**src/verilog/eisp_pkg.sv**
```systemverilog
// Package: register map, field layout, reset values and carrier types
package eisp_pkg;

  localparam logic [31:0] EISP_OFS_PRIO0 = 32'h0000_0024;
  localparam logic [31:0] EISP_OFS_PRIO1 = 32'h0000_0025;
  localparam logic [31:0] EISP_OFS_PRIO2 = 32'h0000_0026;
  localparam logic [31:0] EISP_OFS_PRIO3 = 32'h0000_0027;
  localparam logic [31:0] EISP_OFS_SENSE = 32'h0000_0028;
  localparam logic [31:0] EISP_OFS_STAT = 32'h0000_0029;
  localparam logic [31:0] EISP_OFS_MASK = 32'h0000_002a;

  localparam logic [7:0] EISP_PRIO_RST = 8'hff;
  localparam logic [7:0] EISP_SENSE_RST = 8'h00;
  localparam logic [3:0] EISP_STAT_RST = 4'h0;
  localparam logic [3:0] EISP_MASK_RST = 4'h0;
  localparam logic [7:0] EISP_PRIO3_RO = 8'hf0;

  localparam int EISP_PB_SENSE_LSB = 6;
  localparam int EISP_PB_POL_BIT = 5;
  localparam int EISP_PAF_SENSE_LSB = 3;
  localparam int EISP_PA_POL_BIT = 2;
  localparam logic [7:0] EISP_SENSE_WMASK = 8'hfc;

  // Request index within the four-request vector
  localparam int EISP_REQ_PA = 0;
  localparam int EISP_REQ_PF = 1;
  localparam int EISP_REQ_PB = 2;
  localparam int EISP_REQ_PB4 = 3;

  typedef struct packed {
    logic [3:0] porta_low;
    logic [2:0] portf_low;
    logic [3:0] portb_low;
    logic portb_bit4;
  } eisp_pins_t;

  typedef struct packed {
    logic [3:0] req;
    logic [7:0] prio;
  } eisp_req_t;

endpackage

```
**src/verilog/eisp_top.sv**
```systemverilog
// External interrupt sensitivity, priority registers and request delivery
//
// Summary of operation
// - Bits 7:6 of the sense control register qualify the port B low nibble and port B bit 4 requests.
// - Without inversion, codes 00/01/10/11 mean falling+low, rising, falling, both edges.
// - Port B polarity inverts only the port B low nibble request; code 11 stays both edges.
// - Bits 4:3 qualify the port A low nibble and port F requests with the same codes.
// - Port A polarity (bit 2) inverts only the port A low nibble request, not port F.
// - A sense field write lands only while both CPU level bits are 1.
// - Polarity bits change only at CPU level 3; software disables interrupts first.
// - The sense control register resets to zero.
// - Priority registers sit at 0x24..0x27 and the sense register at 0x28; priority bits reset to 1.
// - Writing a changed sense or polarity value clears pending external requests.
// - A priority pair written as 1,0 keeps its previous value; other pairs update.
// - Bits 7:4 of the fourth priority register are read-only ones.
//
// Local design decision: the APB slave port.
`timescale 1ns/100ps
`default_nettype none
module eisp_top
  import eisp_pkg::*;
(
  input wire logic i_clock,
  input wire logic i_rst,
  input wire logic i_psel,
  input wire logic i_penable,
  input wire logic i_pwrite,
  input wire logic [31:0] i_paddr,
  input wire logic [31:0] i_pwdata,
  output logic [31:0] o_prdata,
  output logic o_pready,
  output logic o_pslverr,
  input wire eisp_pins_t i_pins,
  input wire logic [3:0] i_req_ack,
  input wire logic [1:0] i_cpu_level,
  output eisp_req_t o_ext_req,
  output logic o_irq
);

  ////////////////////////////////////////////////////////////////////////////
  // Register state
  logic [7:0] prio_q [4];
  logic [7:0] prio_d [4];
  logic [7:0] sense_q;
  logic [7:0] sense_d;
  logic [3:0] pend_q;
  logic [3:0] pend_d;
  logic [3:0] stat_q;
  logic [3:0] stat_d;
  logic [3:0] mask_q;
  logic [3:0] mask_d;
  eisp_req_t req_q;
  eisp_req_t req_d;
  logic irq_q;
  logic irq_d;
  logic [7:0] rdata;
  logic hit;
  logic wr;
  logic rd;
  logic [7:0] wbyte;
  logic at_level3;
  logic [3:0] edge_ev;
  logic [3:0] level_ev;

  assign wbyte = i_pwdata[7:0];
  assign at_level3 = &i_cpu_level;

  // Register index to byte address: one aligned word per register
  function automatic logic [31:0] word_addr(input logic [31:0] idx);
    return {idx[29:0], 2'b00};
  endfunction

  function automatic logic [2:0] dec_addr(input logic [31:0] a);
    if (a == word_addr(EISP_OFS_PRIO0)) begin
      return 3'h0;
    end else if (a == word_addr(EISP_OFS_PRIO1)) begin
      return 3'h1;
    end else if (a == word_addr(EISP_OFS_PRIO2)) begin
      return 3'h2;
    end else if (a == word_addr(EISP_OFS_PRIO3)) begin
      return 3'h3;
    end else if (a == word_addr(EISP_OFS_SENSE)) begin
      return 3'h4;
    end else if (a == word_addr(EISP_OFS_STAT)) begin
      return 3'h5;
    end else if (a == word_addr(EISP_OFS_MASK)) begin
      return 3'h6;
    end else begin
      return 3'h7;
    end
  endfunction

  // Pairwise merge: a 1,0 pair is refused and keeps the old pair
  function automatic logic [7:0] prio_merge(input logic [7:0] old, input logic [7:0] nw);
    logic [7:0] r;
    r = nw;
    for (int p = 0; p < 4; p++) begin
      if (nw[2*p+1 -: 2] == 2'b10) begin
        r[2*p+1 -: 2] = old[2*p+1 -: 2];
      end
    end
    return r;
  endfunction

  logic [2:0] sel;
  assign sel = dec_addr(i_paddr);
  assign hit = (sel != 3'h7);

  ////////////////////////////////////////////////////////////////////////////
  // Bus front end
  eisp_apb u_apb (
    .i_clock(i_clock),
    .i_rst(i_rst),
    .i_psel(i_psel),
    .i_penable(i_penable),
    .i_pwrite(i_pwrite),
    .i_pwdata(i_pwdata),
    .i_rdata(rdata),
    .i_hit(hit),
    .o_wr(wr),
    .o_rd(rd),
    .o_pready(o_pready),
    .o_pslverr(o_pslverr),
    .o_prdata(o_prdata)
  );

  always_comb begin
    rdata = 8'h00;
    case (sel)
      3'h0: rdata = prio_q[0];
      3'h1: rdata = prio_q[1];
      3'h2: rdata = prio_q[2];
      3'h3: rdata = prio_q[3] | EISP_PRIO3_RO;
      3'h4: rdata = sense_q & EISP_SENSE_WMASK;
      3'h5: rdata = {4'h0, stat_q};
      3'h6: rdata = {4'h0, mask_q};
      default: rdata = 8'h00;
    endcase
  end
  logic unused_rd;
  assign unused_rd = rd;

  ////////////////////////////////////////////////////////////////////////////
  // Pin qualification, one instance per request group
  eisp_sync #(.W(4)) u_pa (
    .i_clock(i_clock),
    .i_rst(i_rst),
    .i_pin(i_pins.porta_low),
    .i_sense(sense_q[EISP_PAF_SENSE_LSB +: 2]),
    .i_invert(sense_q[EISP_PA_POL_BIT]),
    .o_edge(edge_ev[EISP_REQ_PA]),
    .o_level(level_ev[EISP_REQ_PA])
  );
  eisp_sync #(.W(3)) u_pf (
    .i_clock(i_clock),
    .i_rst(i_rst),
    .i_pin(i_pins.portf_low),
    .i_sense(sense_q[EISP_PAF_SENSE_LSB +: 2]),
    .i_invert(1'b0),
    .o_edge(edge_ev[EISP_REQ_PF]),
    .o_level(level_ev[EISP_REQ_PF])
  );
  eisp_sync #(.W(4)) u_pb (
    .i_clock(i_clock),
    .i_rst(i_rst),
    .i_pin(i_pins.portb_low),
    .i_sense(sense_q[EISP_PB_SENSE_LSB +: 2]),
    .i_invert(sense_q[EISP_PB_POL_BIT]),
    .o_edge(edge_ev[EISP_REQ_PB]),
    .o_level(level_ev[EISP_REQ_PB])
  );
  eisp_sync #(.W(1)) u_pb4 (
    .i_clock(i_clock),
    .i_rst(i_rst),
    .i_pin(i_pins.portb_bit4),
    .i_sense(sense_q[EISP_PB_SENSE_LSB +: 2]),
    .i_invert(1'b0),
    .o_edge(edge_ev[EISP_REQ_PB4]),
    .o_level(level_ev[EISP_REQ_PB4])
  );

  ////////////////////////////////////////////////////////////////////////////
  // Register writes and pending state
  logic sense_wr;
  logic [7:0] sense_new;
  logic sense_chg;

  always_comb begin
    sense_wr = wr && (sel == 3'h4);
    sense_new = sense_q;
    // Whole field gated by level 3, polarity bits included
    if (sense_wr && at_level3) begin
      sense_new = wbyte & EISP_SENSE_WMASK;
    end
    sense_chg = (sense_new != sense_q);
  end

  always_comb begin
    for (int i = 0; i < 4; i++) begin
      prio_d[i] = prio_q[i];
      if (wr && (sel == 3'(i))) begin
        prio_d[i] = prio_merge(prio_q[i], wbyte);
      end
    end
    prio_d[3] = prio_d[3] | EISP_PRIO3_RO;
    sense_d = sense_new;
    // Set beats ack; config change wipes stale edges
    pend_d = sense_chg ? 4'h0 : (pend_q & ~i_req_ack);
    pend_d = pend_d | edge_ev;
    stat_d = stat_q;
    if (wr && (sel == 3'h5)) begin
      stat_d = stat_q & ~wbyte[3:0];
    end
    stat_d = stat_d | edge_ev | level_ev;
    mask_d = mask_q;
    if (wr && (sel == 3'h6)) begin
      mask_d = wbyte[3:0];
    end
    // Edges wait in pending until acknowledged; levels pass straight
    req_d.req = pend_d | level_ev;
    req_d.prio = {prio_q[1][3:0], prio_q[0][7:4]};
    irq_d = |(stat_d & mask_d);
  end

  always_ff @(posedge i_clock or posedge i_rst) begin
    if (i_rst) begin
      for (int i = 0; i < 4; i++) begin
        prio_q[i] <= EISP_PRIO_RST;
      end
      sense_q <= EISP_SENSE_RST;
      pend_q <= 4'h0;
      stat_q <= EISP_STAT_RST;
      mask_q <= EISP_MASK_RST;
      req_q <= '0;
      irq_q <= 1'b0;
    end else begin
      prio_q <= prio_d;
      sense_q <= sense_d;
      pend_q <= pend_d;
      stat_q <= stat_d;
      mask_q <= mask_d;
      req_q <= req_d;
      irq_q <= irq_d;
    end
  end

  assign o_ext_req = req_q;
  assign o_irq = irq_q;

  ////////////////////////////////////////////////////////////////////////////
  // Checks
  a_sense_gate: assert property (@(posedge i_clock) disable iff (i_rst)
    (sense_wr && !at_level3) |=> $stable(sense_q))
    else $error("sense field written outside level 3");
  a_pol_gate: assert property (@(posedge i_clock) disable iff (i_rst)
    $changed(sense_q[EISP_PB_POL_BIT]) |-> $past(at_level3))
    else $error("polarity changed outside level 3");
  a_resv_zero: assert property (@(posedge i_clock) disable iff (i_rst)
    sense_q[1:0] == 2'b00)
    else $error("reserved sense bits set");
  a_prio3_ones: assert property (@(posedge i_clock) disable iff (i_rst)
    (o_pready && !i_pwrite && sel == 3'h3) |-> o_prdata[7:4] == 4'hf)
    else $error("read-only priority bits not one");
  a_prio_refuse: assert property (@(posedge i_clock) disable iff (i_rst)
    (wr && sel == 3'h0 && wbyte[1:0] == 2'b10) |=> prio_q[0][1:0] == $past(prio_q[0][1:0]))
    else $error("level 0 pair was stored");
  a_pend_clear: assert property (@(posedge i_clock) disable iff (i_rst)
    (sense_chg && edge_ev == 4'h0) |=> pend_q == 4'h0)
    else $error("pending not cleared on config change");
  a_edge_req: assert property (@(posedge i_clock) disable iff (i_rst)
    edge_ev[EISP_REQ_PB4] |=> o_ext_req.req[EISP_REQ_PB4])
    else $error("edge did not raise request");
  a_level_hold: assert property (@(posedge i_clock) disable iff (i_rst)
    level_ev[EISP_REQ_PA] [*2] |=> o_ext_req.req[EISP_REQ_PA])
    else $error("level request dropped");
  a_irq_mask: assert property (@(posedge i_clock) disable iff (i_rst)
    o_irq == |(stat_q & mask_q))
    else $error("interrupt does not follow unmasked status");
  a_sense_land: assert property (@(posedge i_clock) disable iff (i_rst)
    (sense_wr && at_level3) |=> sense_q == $past(wbyte & EISP_SENSE_WMASK))
    else $error("sense write at level 3 was lost");
  a_pa_pol_gate: assert property (@(posedge i_clock) disable iff (i_rst)
    $changed(sense_q[EISP_PA_POL_BIT]) |-> $past(at_level3))
    else $error("port A polarity changed outside level 3");
  a_prio3_fixed: assert property (@(posedge i_clock) disable iff (i_rst)
    prio_q[3][7:4] == 4'hf)
    else $error("read-only priority bits lost");
  a_stat_set: assert property (@(posedge i_clock) disable iff (i_rst)
    edge_ev[EISP_REQ_PB] |=> stat_q[EISP_REQ_PB])
    else $error("edge did not set status");
  a_ack_clear: assert property (@(posedge i_clock) disable iff (i_rst)
    (i_req_ack[EISP_REQ_PB4] && !edge_ev[EISP_REQ_PB4]) |=> !pend_q[EISP_REQ_PB4])
    else $error("acknowledged request still pending");
  a_ready_pulse: assert property (@(posedge i_clock) disable iff (i_rst)
    o_pready |=> !o_pready)
    else $error("ready held past the access cycle");
  a_err_unmapped: assert property (@(posedge i_clock) disable iff (i_rst)
    (o_pready && i_psel && !hit) |-> o_pslverr)
    else $error("unmapped access without error");

endmodule
`default_nettype wire

```
**src/verilog/eisp_sync.sv**
```systemverilog
// Two-flop synchroniser and edge/level qualifier for one pin group
`timescale 1ns/100ps
`default_nettype none
module eisp_sync #(
  parameter int W = 4
) (
  input wire logic i_clock,
  input wire logic i_rst,
  input wire logic [W-1:0] i_pin,
  input wire logic [1:0] i_sense,
  input wire logic i_invert,
  output logic o_edge,
  output logic o_level
);
  logic [W-1:0] meta_q;
  logic [W-1:0] sync_q;
  logic [W-1:0] prev_q;
  logic [W-1:0] ev_edge;
  logic [W-1:0] ev_level;

  always_ff @(posedge i_clock or posedge i_rst) begin
    if (i_rst) begin
      meta_q <= '1;
      sync_q <= '1;
      prev_q <= '1;
    end else begin
      meta_q <= i_pin;
      sync_q <= meta_q;
      prev_q <= sync_q;
    end
  end

  // Code 11 takes both edges whatever the polarity bit says
  function automatic logic qual_edge(input logic [1:0] s, input logic inv, input logic r, input logic f);
    logic q;
    q = r | f;
    case (s)
      2'b00: q = inv ? r : f;
      2'b01: q = inv ? f : r;
      2'b10: q = inv ? r : f;
      default: q = r | f;
    endcase
    return q;
  endfunction

  genvar g;
  generate
    for (g = 0; g < W; g++) begin : g_pin
      logic rise;
      logic fall;
      assign rise = sync_q[g] & ~prev_q[g];
      assign fall = ~sync_q[g] & prev_q[g];
      assign ev_edge[g] = qual_edge(i_sense, i_invert, rise, fall);
      assign ev_level[g] = (i_sense == 2'b00) && (sync_q[g] == i_invert);
    end
  endgenerate

  // Each pin qualified alone, then merged
  assign o_edge = |ev_edge;
  assign o_level = |ev_level;
endmodule
`default_nettype wire

```
**src/verilog/eisp_apb.sv**
```systemverilog
// APB slave front end: setup/access decode, one wait-free access
`timescale 1ns/100ps
`default_nettype none
module eisp_apb (
  input wire logic i_clock,
  input wire logic i_rst,
  input wire logic i_psel,
  input wire logic i_penable,
  input wire logic i_pwrite,
  input wire logic [31:0] i_pwdata,
  input wire logic [7:0] i_rdata,
  input wire logic i_hit,
  output logic o_wr,
  output logic o_rd,
  output logic o_pready,
  output logic o_pslverr,
  output logic [31:0] o_prdata
);
  logic [31:0] prdata_q;
  logic [31:0] prdata_d;
  logic pready_q;
  logic pready_d;
  logic pslverr_q;
  logic pslverr_d;
  logic access;

  assign access = i_psel & ~i_penable;
  // Answer in the access cycle from a flop; write takes effect at its end
  assign o_pready = pready_q;
  assign o_pslverr = pslverr_q;
  assign o_wr = i_psel & i_penable & i_pwrite & i_hit;
  assign o_rd = access & ~i_pwrite;
  assign o_prdata = prdata_q;

  always_comb begin
    prdata_d = prdata_q;
    pready_d = access;
    pslverr_d = access & ~i_hit;
    if (access & ~i_pwrite) begin
      prdata_d = {24'h00_0000, i_rdata};
    end
  end

  always_ff @(posedge i_clock or posedge i_rst) begin
    if (i_rst) begin
      prdata_q <= 32'h0000_0000;
      pready_q <= 1'b0;
      pslverr_q <= 1'b0;
    end else begin
      prdata_q <= prdata_d;
      pready_q <= pready_d;
      pslverr_q <= pslverr_d;
    end
  end
  logic unused_wdata;
  assign unused_wdata = ^i_pwdata;
endmodule
`default_nettype wire

```
**config.mk**
```make
export PLATFORM = sky130hd
export DESIGN_NAME = eisp_top
export DESIGN_NICKNAME = d
export VERILOG_FILES = /design/src/verilog/eisp_pkg.sv /design/src/verilog/eisp_top.sv /design/src/verilog/eisp_sync.sv /design/src/verilog/eisp_apb.sv
export SDC_FILE = /design/constraint.sdc
export NUM_CORES = 1
export LEC_CHECK = 0
export ABC_AREA = 1
export BUFFER_PORTS_ARGS = -buffer_cell sky130_fd_sc_hd__buf_2
export CORE_MARGIN = 5
export CORE_UTILIZATION = 40
export DETAILED_ROUTE_END_ITERATION = 12
export GPL_TIMING_DRIVEN = 0
export SYNTH_ARGS = -nofsm -noshare
export SYNTH_HDL_FRONTEND = slang
export SYNTH_HIERARCHICAL = 1
export SYNTH_SLANG_ARGS = --single-unit
```
**constraint.sdc**
```tcl
create_clock -name i_clock -period 2.3 [get_ports i_clock]
set_clock_uncertainty 0.2 [all_clocks]
set_input_delay 0.23 -clock i_clock [delete_from_list [all_inputs] [get_ports i_clock]]
set_output_delay 0.23 -clock i_clock [all_outputs]
set_load 0.02 [all_outputs]
```
==> results.yml, run 1 <==
floorplan:
  die-width_microns: 128
  rows: 43
  dieHeight_microns: 128
  core_area_sq_um: 13800
  dieArea_sq_um: 16500
  start_util_pct: 40.6
  io_pins: 134
pwr:
  power_density_nw_per_um2: 496
  leakagePower_nw: 3.91
  p_total_mw: 3.91
  vdd_drop_max_mv: 0.454
worst_setup_path:
  crit_chain: "buf_2 -> inv_1 -> nand2_1 -> nor2_1 -> nand2_4 -> o21ai_4 -> o21ai_4 -> o21ai_4 -> nand2_1 -> nor3_2 -> buf_4 -> inv_8 -> nor2_4 -> nand3_4 -> buf_4 -> nor3_1 -> nor2_2 -> nand2_2 -> nor2_4 -> nand3_2 -> nand3_2"
  crit_fanout: 6
  worstSetupEndpointType: "flip-flop"
  r2r-start: "u_pb/sync_q[3]"
  rrSetupSlack_ns: 0.39
  crit_slowest_cell: "nor2_1"
  r2r_end: "o_irq"
  startpoint: "i_paddr[6]"
  crit_buf_inv: 5
  cpMostUsedCell: "o21ai_4"
  cp.required_ns: 2.32
  start_kind: "input port"
  cp_slowest_stage_delay_ns: 0.27
  path_delay_family: "simple AND/OR/NAND/NOR gates"
  worstRegToRegCells: 11
  path_class: "input port to flip-flop"
  crit_arrival_ns: 2.69
global_route:
  grt_pass1_wl_microns: 22500
  grt_max_degree: 34
  grt_pass1_vias: 4856
  grt.overflow.total: 0
  grt_antenna_before_repair: 0
  track_usage_pct: 16.9
placement:
  io_buffers: 84
  gp_congestion: 0.884
  placedCellCount: 951
  place_area_sq_um: 6440
  dp_hpwl_microns: 10000
final_layout:
  final_cell_count_no_fill: 1034
  area_delta_synth_final_pct: 40.9
  num-nets-final: 960
  drive_gt1_share_pct: 43.3
  finish.instance_area_sq_um: 7900
  diodes: 0
  fillers: 1178
min_path:
  min_path_type: "input port to flip-flop"
  holdPathEnd: "prio_q[2]"
  hp-start: "i_pwdata[2]"
  min_path_cells: 3
logic_synthesis:
  synth_warnings: 6
  synth_area_sq_um: 5610
  synth_cells: 657
  avgSynthCellArea_sq_um: 8.54
sta:
  rsz0062_at_grt: "true"
  relSlewSlack_pct: 44.0
  finalCritPeriodShare_pct: 116
  slew_violations: 0
  fmaxAchievable_mhz: 375
  worst_pin_slew_ns: 0.832
  hold_viol: 0
  finalCriticalPeriod_ns: 2.67
  setup_ws_ns: -0.369
  finalSetupViolations: 44
cts:
  root_buffer: "clkbuf_16"
  cts_tree: "done"
  cts_num_sinks: 107
  insertion_delay_ns: 0.34
  clkSlewWorstSetupHoldPaths_ns: 0.07
  ctsLongestPathBuffers: 2
  cts_buffers: 9
  h-tree-depth: 3
routing:
  firstDrtPassIters: 5
  wl_microns: 14500
  drt_iter0_drc: 234
  wl_per_cell_microns: 14.0
  via_per_inst: 4.81
  drc: 0
  antenna_left: 0
  num_vias: 4977
flow_run:
  maxCapViolations: 0
run_status:
  violations: "negative setup slack"
  status: "complete, but fails checks"
through the flow:
stage / utilization [%] / setup slack, ns / hold slack (ns) / TNS (ns)
3_3_place_gp: 46.4 / -0.930 / 0.120 / -47.63
5_1_grt: 57.1 / -0.483 / 0.0205 / -11.45
6_report: 57.1 / -0.369 / 0.0258 / -7.52
2_1_floorplan: - / -0.400 / -0.130 / -5.42
4_1_cts: 53.7 / -0.338 / 0.00000289 / -5.01
3_5_place_dp: 46.6 / -0.956 / 0.136 / -33.88
registers in the layout (all words and copies together) (netlist names):
signal,count
u_pf/sync_q,3
u_apb/o_pslverr,1
u_apb/o_prdata,8
mask_q,4
u_pa/meta_q,4
u_pb/prev_q,4
u_pa/sync_q,4
u_apb/o_pready,1
stat_q,4
u_pb/meta_q,4
u_pb4/sync_q,1
u_pb/sync_q,4
prio_q,28
u_pf/prev_q,3
u_pb4/prev_q,1
pend_q,4
sense_q,8
u_pa/prev_q,4
u_pf/meta_q,3
o_irq,1
u_pb4/meta_q,1
o_ext_req,12
report_power, final:
part / switching [mW] / internal, mW
Clock: 0.685 / 0.837
Sequential: 0.0254 / 1.95
Combinational: 0.250 / 0.165
Total: 0.960 / 2.95
worst max path at each step:
stage,end,cells past startpoint
floorplan,o_ext_req[11],22
global placement,o_ext_req[10],19
detailed placement,o_ext_req[8],19
CTS,o_ext_req[8],22
global route,o_ext_req[9],21
finish,o_ext_req[10],21
metal layers:
metal / track usage, % / part of all wire (%)
met5: 0 / 0
met4: 5.24 / 2.2
met3: 3.20 / 6.2
met2: 30.9 / 53
met1: 20.1 / 39
area by class of cell:
| type | count | area, sq um | area share [%] |
|---|---|---|---|
| repair buffers | 152 | 1130 | 14.3 |
| multi-input cells | 440 | 2820 | 35.7 |
| plain buffers | 29 | 236 | 2.99 |
| well taps | 180 | 225 | 2.85 |
| clock inverters | 4 | 30.0 | 0.380 |
| flip-flops and latches | 107 | 2760 | 34.9 |
| clock buffers | 12 | 268 | 3.39 |
| inverters | 110 | 433 | 5.48 |
tightest hold or removal path, delay by kind of cell:
kind          cells  cell delay, ns
simple gates      2            0.18
buf+inv           1            0.16
what timing repair did:
action | 4_1_cts | 5_1_grt
gates resized for setup | 84 | 103
hold buffers | 25 | 0
endpoints found under the hold margin | 58 | 0
gates cloned | 1 | 0
endpoints found under the setup margin | 52 | 53
setup buffers | 31 | 17
pin swaps | 14 | 32
placed cells by master (no fill, tap or decap), types with 2 or more instances in the layout:
cell type	instances
nand3_2	13
or2_1	4
nand4_1	16
inv_1	90
inv_4	3
buf_4	50
nor2_2	7
nor2_1	41
o31ai_2	2
nor3_2	5
o21ai_0	11
o21ai_2	31
dfrtp_1	43
inv_2	15
nor3_1	16
inv_6	2
buf_8	6
dfstp_2	64
buf_6	22
o21ai_1	14
or2_0	2
o21ai_4	4
a22oi_1	3
nand2_1	112
nand3_4	7
dlygate4sd3_1	25
nand3_1	32
nand2_4	5
buf_2	77
a21oi_1	14
ha_1	24
nor3_4	3
nand2_2	14
clkbuf_16	10
conb_1	31
nor2_4	20
o21a_1	2
Note: power is estimated with default switching activity, not from simulation.
==> run 2, diff against run 1 <==
--- a/config.mk
+++ b/config.mk
@@ -11,6 +11,7 @@
 export CORE_UTILIZATION = 40
 export DETAILED_ROUTE_END_ITERATION = 12
 export GPL_TIMING_DRIVEN = 0
+export MAX_ROUTING_LAYER = met4
 export SYNTH_ARGS = -nofsm -noshare
 export SYNTH_HDL_FRONTEND = slang
 export SYNTH_HIERARCHICAL = 1
==> run 2 against run 1 <==
  * The run still ends with negative setup slack left
  * Register-to-register slack is essentially flat
  * Sequential cell count is the same
  * Combinational power about the same
  * Final cell count stayed put
  * First-iteration DRC count rose by 0.43%
  * Largest power group unchanged
  * Highest routed layer unchanged
==> results.yml, run 2 (same netlist as run 1, synthesis figures left out) <==
run_status:
  status: "complete, but fails checks"
  violations: "negative setup slack"
cts:
  h-tree-depth: 3
  cts_tree: "done"
  clkSlewWorstSetupHoldPaths_ns: 0.07
  ctsLongestPathBuffers: 2
  cts_buffers: 9
  cts_num_sinks: 107
  insertion_delay_ns: 0.34
  root_buffer: "clkbuf_16"
pwr:
  internal_power_mw: 2.95
  switching_share_pct: 24.6
  power_density_nw_per_um2: 496
  pwr-share-comb_pct: 10.6
  seq_power_share_pct: 50.5
  leakagePower_nw: 3.91
  power_switching_mw: 0.964
  vdd_drop_max_mv: 0.454
  clkPwrFrac_pct: 38.9
sta:
  finalSetupViolations: 44
  worst_pin_slew_ns: 0.832
  relSlewSlack_pct: 44.0
  finalCriticalPeriod_ns: 2.66
  hold_viol: 0
  fmaxAchievable_mhz: 376
  finalCritPeriodShare_pct: 116
  slew_violations: 0
  rsz0062_at_grt: "true"
  setup_ws_ns: -0.362
final_layout:
  final_cell_mix: "112 x nand2_1, 90 x inv_1, 77 x buf_2"
  drive_gt1_share_pct: 43.3
  fillers: 1178
  largest_reg_flops: 28
  multi_input_area_sq_um: 2820
  finish.instance_area_sq_um: 7900
  num-nets-final: 960
  seqCellArea_sq_um: 2760
  area_delta_synth_final_pct: 40.9
  final_common_cell: "nand2_1"
  diodes: 0
  final_cell_count_no_fill: 1034
  top_register: "prio_q"
floorplan:
  die-width_microns: 128
  dieArea_sq_um: 16500
  rows: 43
  core_area_sq_um: 13800
  start_util_pct: 40.6
  io_pins: 134
  dieHeight_microns: 128
worst_setup_path:
  crit_fanout: 6
  crit_arrival_ns: 2.69
  worstSetupEndpointType: "flip-flop"
  rrSetupSlack_ns: 0.39
  worstRegToRegCells: 11
  start_kind: "input port"
  cp.required_ns: 2.33
  path_class: "input port to flip-flop"
routing:
  firstDrtPassIters: 5
  wl_per_cell_microns: 14.0
  wl_microns: 14500
  num_vias: 4955
  via_per_inst: 4.79
  drc: 0
  antenna_left: 0
  drt_iter0_drc: 235
placement:
  dp_slack_ns: -0.956
  io_buffers: 84
  dp_hpwl_microns: 10000
  placedCellCount: 951
  gp_congestion: 0.899
  place_area_sq_um: 6440
min_path:
  min_path_type: "input port to flip-flop"
  min_path_cells: 3
global_route:
  grt_pass1_wl_microns: 22500
  grt_max_degree: 34
  grt_antenna_before_repair: 0
  track_usage_pct: 17.4
  grt.overflow.total: 0
  grt_pass1_vias: 4850
flow_run:
  maxCapViolations: 0
[run 2: cell counts in the layout (fill, tap and decap cells not counted)]
Identical to the previous run, type by type.
[run 2: final timing paths]
check,from,to
hold reg to reg,u_pa/meta_q[3],u_pa/sync_q[3]
hold / removal,i_pwdata[2],prio_q[2]
max in group asynchronous,i_rst,prio_q[12]
setup reg to reg,u_pb/sync_q[3],o_irq
min in group asynchronous,i_rst,u_apb/o_prdata[0]
setup / recovery,i_paddr[15],o_ext_req[9]
[run 2: critical path, cell delays in order]
cell	delay, ns
buf_2	0.10
nor2_1	0.09
nand2_1	0.09
nor2_4	0.18
buf_6	0.13
nand2_4	0.06
o21ai_4	0.22
o21ai_4	0.09
o21ai_4	0.08
nand2_1	0.08
nor3_2	0.14
buf_4	0.19
inv_8	0.03
nor2_4	0.08
nand3_4	0.12
buf_4	0.17
nor3_1	0.22
nor2_2	0.07
nand2_2	0.09
nor2_4	0.06
nand3_2	0.07
nand3_2	0.07
[run 2: area by class of cell]
class | count | share of cell area [%]
plain buffers | 29 | 2.99
clock buffers | 12 | 3.39
clock inverters | 4 | 0.380
inverters | 110 | 5.48
multi-input cells | 440 | 35.7
flip-flops and latches | 107 | 34.9
well taps | 180 | 2.85
repair buffers | 152 | 14.3
[run 2: stage by stage]
| step | util [%] | TNS (ns) | power [mW] | hold WS, ns |
|---|---|---|---|---|
| floorplan | - | -5.42 | 2.23 | -0.130 |
| global placement | 46.4 | -47.63 | 2.33 | 0.120 |
| detailed placement | 46.6 | -33.88 | 2.35 | 0.136 |
| CTS | 53.7 | -5.01 | 3.93 | 0.00000289 |
| global route | 57.1 | -11.44 | 4.09 | 0.0208 |
| finish | 57.1 | -7.15 | 3.92 | 0.0265 |
[run 2: timing repair]
action,CTS,global route
pin swaps,14,32
gates resized for setup,84,103
cloned,1,0
setup endpoints to repair,52,53
hold buffers,25,0
hold endpoints to repair,58,0
setup buffers,31,17
[run 2: power by group through the flow]
| stage | combinational [mW] | sequential, mW | clock (mW) |
|---|---|---|---|
| detailed placement | 0.342 | 2.01 | 0 |
| global route | 0.465 | 1.98 | 1.64 |
| global placement | 0.327 | 2.01 | 0 |
| floorplan | 0.216 | 2.01 | 0 |
| CTS | 0.386 | 1.98 | 1.57 |
| finish | 0.415 | 1.98 | 1.53 |
[run 2: layer usage]
layer  global-route usage [%]  part of all wire, %
met5                        -                    0
met1                     20.0                   40
met4                     5.24                  2.1
met3                     3.15                  4.6
met2                     31.0                   53
